## src/incr_or_map.svh

```systemverilog
// Opcode map, field positions and reset values for the increment and OR executor
`ifndef INCR_OR_MAP_SVH
`define INCR_OR_MAP_SVH

`define OPC_HI        13
`define OPC_LO        8
`define DEST_BIT      7
`define INDEX_HI      6
`define IMM_HI        7

`define OPC_INCR      6'h0A
`define OPC_INCR_SKIP 6'h0F
`define OPC_OR_REG    6'h04
`define OPC_OR_IMM    6'h38

`define ACC_RESET     8'h00
`define ZERO_RESET    1'h0
`define IDLE_WORD     14'h0000

`endif

```

## src/incr_or_pkg.sv

```systemverilog
// Types shared by the increment and OR executor
package incr_or_pkg;

  typedef enum logic [1:0] {
    Q1 = 2'b00,
    Q2 = 2'b01,
    Q3 = 2'b10,
    Q4 = 2'b11
  } quarter_e;

  typedef enum logic [2:0] {
    OP_IDLE      = 3'b000,
    OP_INCR      = 3'b001,
    OP_INCR_SKIP = 3'b010,
    OP_OR_IMM    = 3'b011,
    OP_OR_REG    = 3'b100
  } op_e;

endpackage : incr_or_pkg

```

## src/incr_or_exec.sv

```systemverilog
// Decode and execute logic for increment, increment-skip and inclusive OR instructions
`include "incr_or_map.svh"

module incr_or_exec
  import incr_or_pkg::*;
(
  input  wire logic        SYS_CLK,
  input  wire logic        RST,
  input  wire logic [13:0] INSTR,
  input  wire logic [7:0]  REG_RD_DATA,
  output logic [1:0]       QUARTER,
  output logic [6:0]       REG_ADDR,
  output logic             REG_RD_EN,
  output logic             REG_WR_EN,
  output logic [7:0]       REG_WR_DATA,
  output logic [7:0]       ACC,
  output logic             ZERO,
  output logic             SKIP_CYCLE
);

  quarter_e    q;
  op_e         op;
  op_e         next_op;
  logic [13:0] ir;
  logic [7:0]  operand;
  logic [7:0]  next_res;
  logic        skip_pending;
  logic        dest_reg;

  // Quarter sequencer, free running from reset
  always_ff @(posedge SYS_CLK) begin
    if (RST) begin
      q <= Q1;
    end else begin
      case (q)
        Q1:      q <= Q2;
        Q2:      q <= Q3;
        Q3:      q <= Q4;
        Q4:      q <= Q1;
        default: q <= Q1;
      endcase
    end
  end

  always_ff @(posedge SYS_CLK) begin
    if (RST) begin
      QUARTER <= 2'h0;
    end else begin
      QUARTER <= 2'(q + 2'h1);
    end
  end

  // Decode of the upper opcode bits; unknown words fall to idle
  always_comb begin
    case (INSTR[`OPC_HI:`OPC_LO])
      `OPC_INCR:      next_op = OP_INCR;
      `OPC_INCR_SKIP: next_op = OP_INCR_SKIP;
      `OPC_OR_IMM:    next_op = OP_OR_IMM;
      `OPC_OR_REG:    next_op = OP_OR_REG;
      default:        next_op = OP_IDLE;
    endcase
  end

  // Q1 decode; a pending skip replaces the fetched word with an idle
  always_ff @(posedge SYS_CLK) begin
    if (RST) begin
      op         <= OP_IDLE;
      ir         <= `IDLE_WORD;
      SKIP_CYCLE <= 1'b0;
    end else if (q == Q1) begin
      op         <= skip_pending ? OP_IDLE : next_op;
      ir         <= skip_pending ? `IDLE_WORD : INSTR;
      SKIP_CYCLE <= skip_pending;
    end
  end

  assign dest_reg = ir[`DEST_BIT];

  // Q2 register read; literal form needs no read
  always_ff @(posedge SYS_CLK) begin
    if (RST) begin
      REG_ADDR  <= 7'h00;
      REG_RD_EN <= 1'b0;
    end else if (q == Q1) begin
      REG_ADDR  <= INSTR[`INDEX_HI:0];
      REG_RD_EN <= !skip_pending && next_op != OP_IDLE && next_op != OP_OR_IMM;
    end else begin
      REG_RD_EN <= 1'b0;
    end
  end

  // Operand captured at the end of Q2 from the same-clock register file
  always_ff @(posedge SYS_CLK) begin
    if (RST) begin
      operand <= 8'h00;
    end else if (q == Q2) begin
      operand <= REG_RD_DATA;
    end
  end

  // Q3 process: 8-bit wrap on increment, no carry kept
  always_comb begin
    case (op)
      OP_INCR, OP_INCR_SKIP: next_res = 8'(operand + 8'h01);
      OP_OR_IMM:             next_res = ACC | ir[`IMM_HI:0];
      OP_OR_REG:             next_res = ACC | operand;
      default:               next_res = 8'h00;
    endcase
  end

  // Q4 write to register file when destination bit is one
  always_ff @(posedge SYS_CLK) begin
    if (RST) begin
      REG_WR_EN   <= 1'b0;
      REG_WR_DATA <= 8'h00;
    end else if (q == Q3) begin
      REG_WR_EN   <= op != OP_IDLE && op != OP_OR_IMM && dest_reg;
      REG_WR_DATA <= next_res;
    end else begin
      REG_WR_EN   <= 1'b0;
    end
  end

  // Accumulator takes the literal form always, register forms when destination is zero
  always_ff @(posedge SYS_CLK) begin
    if (RST) begin
      ACC <= `ACC_RESET;
    end else if (q == Q3) begin
      if (op == OP_OR_IMM || (op != OP_IDLE && !dest_reg)) begin
        ACC <= next_res;
      end
    end
  end

  // Zero flag; increment-skip leaves it alone
  always_ff @(posedge SYS_CLK) begin
    if (RST) begin
      ZERO <= `ZERO_RESET;
    end else if (q == Q3 && op != OP_IDLE && op != OP_INCR_SKIP) begin
      ZERO <= (next_res == 8'h00);
    end
  end

  // Skip request raised in Q4, consumed by the next Q1 decode
  always_ff @(posedge SYS_CLK) begin
    if (RST) begin
      skip_pending <= 1'b0;
    end else if (q == Q3) begin
      skip_pending <= op == OP_INCR_SKIP && next_res == 8'h00;
    end else if (q == Q1) begin
      skip_pending <= 1'b0;
    end
  end

  // Checks
  a_quarter_wrap: assert property (@(posedge SYS_CLK) disable iff (RST)
    q == Q4 |=> q == Q1 ##1 q == Q2 ##1 q == Q3)
    else $error("quarter sequence broken");

  a_read_quarter: assert property (@(posedge SYS_CLK) disable iff (RST)
    REG_RD_EN |-> q == Q2)
    else $error("register read outside Q2");

  a_write_quarter: assert property (@(posedge SYS_CLK) disable iff (RST)
    REG_WR_EN |-> q == Q4)
    else $error("register write outside Q4");

  a_incr_value: assert property (@(posedge SYS_CLK) disable iff (RST)
    q == Q3 && op == OP_INCR && dest_reg |=> REG_WR_EN && REG_WR_DATA == 8'($past(operand) + 8'h01))
    else $error("increment result wrong");

  a_dest_acc: assert property (@(posedge SYS_CLK) disable iff (RST)
    q == Q3 && op != OP_IDLE && !dest_reg |=> !REG_WR_EN && ACC == $past(next_res))
    else $error("accumulator destination wrong");

  a_skip_flags: assert property (@(posedge SYS_CLK) disable iff (RST)
    q == Q3 && op == OP_INCR_SKIP |=> $stable(ZERO))
    else $error("increment-skip changed zero flag");

  a_skip_taken: assert property (@(posedge SYS_CLK) disable iff (RST)
    q == Q3 && op == OP_INCR_SKIP && next_res == 8'h00 |-> ##3 SKIP_CYCLE && op == OP_IDLE)
    else $error("skip not taken on zero result");

  a_skip_idle: assert property (@(posedge SYS_CLK) disable iff (RST)
    SKIP_CYCLE |-> !REG_RD_EN && !REG_WR_EN && $stable(ACC))
    else $error("skip cycle did work");

  a_or_literal: assert property (@(posedge SYS_CLK) disable iff (RST)
    q == Q3 && op == OP_OR_IMM |=> ACC == ($past(ACC) | $past(ir[7:0])) && !REG_WR_EN)
    else $error("literal OR wrong");

  a_or_register: assert property (@(posedge SYS_CLK) disable iff (RST)
    q == Q3 && op == OP_OR_REG && dest_reg |=> REG_WR_DATA == ($past(ACC) | $past(operand)))
    else $error("register OR wrong");

  a_zero_flag: assert property (@(posedge SYS_CLK) disable iff (RST)
    q == Q3 && (op == OP_INCR || op == OP_OR_REG || op == OP_OR_IMM) |=> ZERO == ($past(next_res) == 8'h00))
    else $error("zero flag wrong");

  // Refused words, read gating and wrap edge cases; these catch a decode that drifts silently
  a_refused_idle: assert property (@(posedge SYS_CLK) disable iff (RST)
    q == Q1 && next_op == OP_IDLE |=> !REG_RD_EN ##2 !REG_WR_EN && $stable(ZERO) && $stable(ACC))
    else $error("refused word did work");

  a_read_enable: assert property (@(posedge SYS_CLK) disable iff (RST)
    q == Q1 && !skip_pending && (next_op == OP_INCR || next_op == OP_INCR_SKIP || next_op == OP_OR_REG)
    |=> REG_RD_EN && REG_ADDR == $past(INSTR[6:0]))
    else $error("register read missing or misaddressed");

  a_literal_no_read: assert property (@(posedge SYS_CLK) disable iff (RST)
    q == Q1 && next_op == OP_OR_IMM |=> !REG_RD_EN)
    else $error("literal OR read the register file");

  a_skip_clear: assert property (@(posedge SYS_CLK) disable iff (RST)
    q == Q3 && op == OP_INCR_SKIP && next_res != 8'h00 |-> ##3 !SKIP_CYCLE)
    else $error("skip taken on nonzero result");

  a_wrap_zero: assert property (@(posedge SYS_CLK) disable iff (RST)
    q == Q3 && op == OP_INCR && operand == 8'hFF |=> ZERO && (dest_reg ? REG_WR_DATA == 8'h00 : ACC == 8'h00))
    else $error("increment of all ones did not wrap");

  a_or_reg_acc: assert property (@(posedge SYS_CLK) disable iff (RST)
    q == Q3 && op == OP_OR_REG && !dest_reg |=> ACC == ($past(ACC) | $past(operand)) && !REG_WR_EN)
    else $error("register OR into accumulator wrong");

endmodule : incr_or_exec

```

## config.mk

```make
export PLATFORM = sky130hd
export DESIGN_NAME = incr_or_exec
export DESIGN_NICKNAME = d
export VERILOG_FILES = /design/src/incr_or_pkg.sv /design/src/incr_or_exec.sv
export VERILOG_INCLUDE_DIRS = /design/src
export SDC_FILE = /design/constraint.sdc
export NUM_CORES = 1
export LEC_CHECK = 0
export BUFFER_PORTS_ARGS = -buffer_cell sky130_fd_sc_hd__buf_2
export CORE_ASPECT_RATIO = 2
export CORE_UTILIZATION = 40
export DETAILED_ROUTE_END_ITERATION = 12
export GPL_ROUTABILITY_DRIVEN = 1
export PLACE_DENSITY = 0.71
export SYNTH_ARGS = -nofsm -noshare
export SYNTH_HDL_FRONTEND = slang
export SYNTH_SLANG_ARGS = --single-unit
```

## constraint.sdc

```tcl
create_clock -name SYS_CLK -period 2 [get_ports SYS_CLK]
set_clock_uncertainty 0.2 [all_clocks]
set_input_delay 0.2 -clock SYS_CLK [delete_from_list [all_inputs] [get_ports SYS_CLK]]
set_output_delay 0.2 -clock SYS_CLK [all_outputs]
set_load 0.005 [all_outputs]
```

## After elaboration in Yosys (flattened, before gate mapping)

Index checks and enable logic that the tools add are counted.

- Input bits: 24
- Logic and storage cells: 60
- Register bits after elaboration: 51
- Output and inout bits: 29

- $add $sub $neg: 2
- Reductions and logical operators: 20
- Equality and inequality tests: 14
- Multiplexer cells: 7
- Bitwise gates (word level): 4

Operators by type and width:

| cell | count |
|---|---|
| $pmux W8 S3 | 1 |
| $or A8 B8 Y8 | 2 |
| $eq A6 B4 Y1 const B | 2 |
| $pmux W3 S4 | 1 |
| $ne A3 B2 Y1 const B | 3 |
| $add A8 B1 Y8 const B | 1 |
| $logic_and A1 B1 Y1 | 8 |
| $logic_not A8 Y1 | 1 |
| $mux W8 | 1 |
| $pmux W2 S4 | 1 |
| $eq A3 B2 Y1 const B | 2 |
| $eq A6 B3 Y1 const B | 1 |
| $eq A6 B6 Y1 const B | 1 |
| $reduce_bool A3 Y1 | 2 |
| $reduce_or A2 Y1 | 3 |
| $eq A2 B2 Y1 const B | 2 |
| $eq A3 B1 Y1 const B | 1 |
| $eq A3 B3 Y1 const B | 1 |
| $mux W3 | 1 |
| $add A2 B1 Y2 const B | 1 |
| $eq A2 B1 Y1 const B | 1 |
| $logic_not A1 Y1 | 2 |
| $logic_not A2 Y1 | 1 |
| $mux W1 | 2 |
| 4 further kinds | 5 |

## Logic depth before layout (Yosys ltp)

- Depth in word-level cells: 6
- Depth in mapped cells: 9

## Worst setup path after synthesis

No wires, ideal clock.

- Path kind: register to register
- Start: reg q[0]
- End: reg ZERO
- Setup slack: 0.185 ns
- Data arrival time: 1.520 ns
- Required time: 1.704 ns
- Buffers on the path: 1
- Setup time: 0.096 ns
- Period minus slack after synthesis: 1.815 ns
- Stages on the path, launching flop included: 9
- Cell sequence: dfxtp_1 inv_1 ha_1 buf_2 nor2b_1 o311ai_1 nor4_1 nand4_1 o41ai_2

- Cells in the longest elaborated chain, start to end: 3

RTL lines:

| what | RTL line | RTL |
|---|---|---|
| start, declared | incr_or_exec.sv:21 | `quarter_e q;` |
| start signal, assigned | incr_or_exec.sv:33 | `q <= Q1;` |
| start signal, assigned | incr_or_exec.sv:36 | `Q1: q <= Q2;` |
| start signal, assigned | incr_or_exec.sv:37 | `Q2: q <= Q3;` |
| $eq A2 B2 Y1 | incr_or_exec.sv:139 | `end else if (q == Q3 && op != OP_IDLE && op != OP_INCR_SKIP) begin` |
| $logic_and A1 B1 Y1 (2 in a row) | incr_or_exec.sv:139 |  |
| end signal, assigned | incr_or_exec.sv:138 | `` ZERO <= `ZERO_RESET; `` |
| end signal, assigned | incr_or_exec.sv:140 | `ZERO <= (next_res == 8'h00);` |
| end, declared | incr_or_exec.sv:17 | `output logic ZERO,` |

No other way between the ends.
A chain may end at the register's enable or synchronous reset.

## Final worst setup path

- Start: reg operand[2]
- End: reg skip_pending

- Cells in the longest elaborated chain, start to end: 5

RTL lines:

| what | RTL line | RTL |
|---|---|---|
| start, declared | incr_or_exec.sv:25 | `logic [7:0] operand;` |
| start signal, assigned | incr_or_exec.sv:95 | `operand <= 8'h00;` |
| start signal, assigned | incr_or_exec.sv:97 | `operand <= REG_RD_DATA;` |
| $add A8 B1 Y8 / $or A8 B8 Y8 (equally long branches) | incr_or_exec.sv:104, incr_or_exec.sv:106 |  |
| $pmux W8 S3 * | incr_or_exec.sv:103 | `case (op)` |
| $logic_not A8 Y1 * | incr_or_exec.sv:149 | `skip_pending <= op == OP_INCR_SKIP && next_res == 8'h00;` |
| $logic_and A1 B1 Y1 * | incr_or_exec.sv:149 |  |
| $mux W1 * | incr_or_exec.sv:148 | `end else if (q == Q3) begin` |
| end signal, assigned | incr_or_exec.sv:147 | `skip_pending <= 1'b0;` |
| end signal, assigned | incr_or_exec.sv:149 |  |
| end signal, assigned | incr_or_exec.sv:151 | `skip_pending <= 1'b0;` |
| end, declared | incr_or_exec.sv:27 | `logic skip_pending;` |

Every way passes the cells marked *; elsewhere a longest branch is shown, timed or not.

==> impl_results.md <==
* Syn nets at 304
* Gr busiest metal: met2
* Reg-to-reg startpoint: operand[2]$_SDFFE_PP0N_
* WL final at 6245 um
* Run status: finished with violations
* Hold Crit Depth at 3
* Max VDD drop at 0.0007744 V
* Fmax at 0.5282 GHz
* Seq/Total Area, Yosys at 41.84%
* Global-route wire length before repair at 9998 um
* Yosys top cell area share at 41.84%
* Startpoint Class: register
* Max-cap violations at 0
* Final setup TNS at 0 ps
* Root Driver: clkbuf_16
* Wire per inst at 15.31 um
* Combinational share of power at 27.4%
* Post-synthesis area per instance at 8.668 um^2
* Largest net degree at the start of global routing at 50
* Crit Reg-Reg Endpoint: skip_pending$_SDFFE_PP0P_
* Sequential Power Share at 42.2%
* Initial antenna violation count at 0
* Crit path capture type: register
* Pwr Density at 967.3 nW/um^2
* Chip width at 56.69 um
* Overflow after GRT at 0
* Multi-input gate area at 1247 um^2
* YS warnings at 0
* WHS at 40.49 ps
* DP HPWL at 4557 um
* Post-synthesis register bit count at 50
* Max Slew Vio Count at 0
* Fin area at 3047 um^2
* Crit path kind: register to register
* Syn-to-layout area delta at 27.35%
* CTS Buffer Depth at 2
* Commonest cells after routing, fill and taps aside: nor2_1, buf_2, dfxtp_1
* Initial core utilization at 41.55%
* Port bufs at 52
* Leakage power at 1.303 nW
* Switching fraction of total power at 31.38%
* Flop2flop setup slack at 110 ps
* Filler instances at 574
* RSZ-0062 raised after global routing: no
* CTS Sinks at 50
* Final Setup Violations at 0
* Actual slew at the worst max-slew pin at 497.8 ps
* Period utilization at 94.65%
* Fraction of layout cells with a size suffix above 1 at 26.22%
* Post-route antenna net violation count at 0
* Clock share of power at 30.4%
* Vias at 2193
* H-Tree Depth at 2
* Int Pwr at 0.002022 W
* Vias in the first global route at 2128
* Largest area contributor in the netlist: dfxtp_1
* Most common cell after layout, fill and taps aside: nor2_1
* Initial DRT Pass Iterations at 8
* GR Util met2 at 39.44%
* CTS clk-pin slew, worst paths at 60 ps
* Mapped Area at 2392 um^2
* Grt met1 use at 19.72%
* Reg2Reg Depth at 6
* Min-Delay Endpoint: op[1]$_SDFFE_PP0P_
* TritonCTS clock tree: done
* GRT Total Usage at 21.15%
* DIE HEIGHT at 111.4 um
* Gp weighted congestion at 0.8989
* Hold WC Path Type: primary input to register
* Power, Total at 0.002947 W
* WP data arrival at 1900 ps
* FP Rows at 39
* Max-Slew Margin vs Limit at 66.81%
* CTS buffer count at 5
* I/O pins at 53
* Worst-path maximum fanout at 5
* Required time worst endpoint at 2010 ps
* Core Region at 5758 um^2
* Die area at 6313 um^2
* Final net count at 374
* Register area at 1005 um^2
* Worst Hold Launch: INSTR[11]
* Clock latency at the later pin of the worst-skew pair at 300 ps
* DRC at 8
* DRT iter0 DRCs at 46
* Placed cell areas at 2720 um^2
* GR Util met3 at 4.878%
* Net Sw Power at 0.0009247 W
* Post-Syn Instances at 276
* Vias per inst at 5.375
* Final hold violation count at 0
* Number of antenna diodes at 0
* Failing checks: DRC
* Leading cell types by total area after synthesis: dfxtp_1, nor2_1, mux2i_1, a211oi_1, a21oi_1
* Post-synthesis cell type count at 47
* Minimum clock period at 1893 ps
==> final cells by class <==
class | count | area share, %
clock buffer | 6 | 4.559
inverter | 4 | 0.4928
clock inverter | 2 | 0.5339
timing repair buffer | 85 | 17.99
multi-input combinational | 200 | 40.94
tap | 61 | 2.505
sequential | 50 | 32.98
==> critical path, cell delays in order, from the launching register on <==
cell	delay (ps)
dfxtp_1	440
and3_4	250
nand3_1	90
xnor2_1	170
nor3_1	290
nand3_1	120
o31ai_1	240
==> registers in the layout, indices dropped and copies added (netlist names) <==
register	count
SKIP_CYCLE	1
QUARTER	1
operand	8
skip_pending	1
REG_RD_EN	1
op	3
q	2
REG_WR_EN	1
ir	8
ZERO	1
ACC	8
REG_WR_DATA	8
REG_ADDR	7
==> synthesized netlist by cell type, drive strengths merged <==
library cell  number
o31ai              7
nor4b              1
a32oi              3
nor3               2
nand3              7
ha                 4
o211ai             6
mux2i             16
buf               14
o21a               1
a31oi              1
xor2               4
clkbuf             8
o41ai              1
nand2b             2
nand4              3
nor4               1
nand2             11
dfxtp             50
a22oi              2
and3               2
a21oi             14
nor2              68
o311ai             2
a211oi            16
o22ai              1
o211a              1
nor2b              5
o21ai              9
xnor2              5
nand3b             3
and4b              1
nor3b              1
inv                4
==> power by group through the flow <==
| stage | Clock [W] | Sequential (W) | Combinational [W] |
|---|---|---|---|
| after floorplan | 0 | 0.00125 | 0.000538 |
| after global placement | 0 | 0.00126 | 0.000774 |
| after detailed placement | 0 | 0.00126 | 0.000789 |
| after CTS | 0.000914 | 0.00124 | 0.000815 |
| after global routing | 0.000953 | 0.00126 | 0.000900 |
| final | 0.000895 | 0.00124 | 0.000809 |
==> how the worst max path moves through the flow <==
| stage | from | endpoint | slack, ps | depth (start not counted) |
|---|---|---|---|---|
| 6_report | operand[2]$_SDFFE_PP0N_ | skip_pending$_SDFFE_PP0P_ | 110 | 6 |
| 5_1_grt | operand[3]$_SDFFE_PP0N_ | skip_pending$_SDFFE_PP0P_ | 9 | 6 |
| 4_1_cts | op[1]$_SDFFE_PP0P_ | ZERO$_SDFFE_PP0P_ | 70 | 6 |
| 3_3_place_gp | op[2]$_SDFFE_PP0P_ | ZERO$_SDFFE_PP0P_ | -4 | 4 |
| 2_1_floorplan | q[0]$_SDFF_PP0_ | ZERO$_SDFFE_PP0P_ | 180 | 8 |
| 3_5_place_dp | op[2]$_SDFFE_PP0P_ | ZERO$_SDFFE_PP0P_ | -20 | 4 |
==> kinds of logic (layout without fill, tap and decap cells) <==
logic type | count (synthesis) | count (layout) | share of synthesized area, %
adders and majority gates | 4 | 4 | 2.092
DFF | 50 | 50 | 41.84
buffers and inverters | 26 | 97 | 6.328
AOI/OAI and AO/OA | 64 | 64 | 18.88
xor gates and xnor gates | 9 | 9 | 3.609
and+or+nand+nor | 107 | 107 | 20.56
muxes | 16 | 16 | 6.694
==> what timing repair did <==
| action | CTS | global route |
|---|---|---|
| endpoints found under the setup margin | 2 | 4 |
| buffers inserted | 0 | 0 |
| pin swaps | 0 | 4 |
| endpoints found under the hold margin | 17 | 0 |
| hold buffers | 16 | 0 |
| gates resized for setup | 1 | 4 |
==> metal layers <==
layer | routed length (um) | vias to the layer above
li1 | - | 1114
met2 | 3448 | 50
met5 | 0 | -
met1 | 2265 | 1015
met3 | 223 | 14
met4 | 307 | 0
==> per-stage QoR <==
stage	std cells	util, %	setup slack (ps)
global route	408	52.91	9.462
CTS	408	52.74	67.95
global placement	384	47.24	-4.390
finish	408	52.91	107.0
floorplan	276	-	184.6
detailed placement	384	47.24	-15.15
No activity file was read; power rests on OpenSTA's default activity.
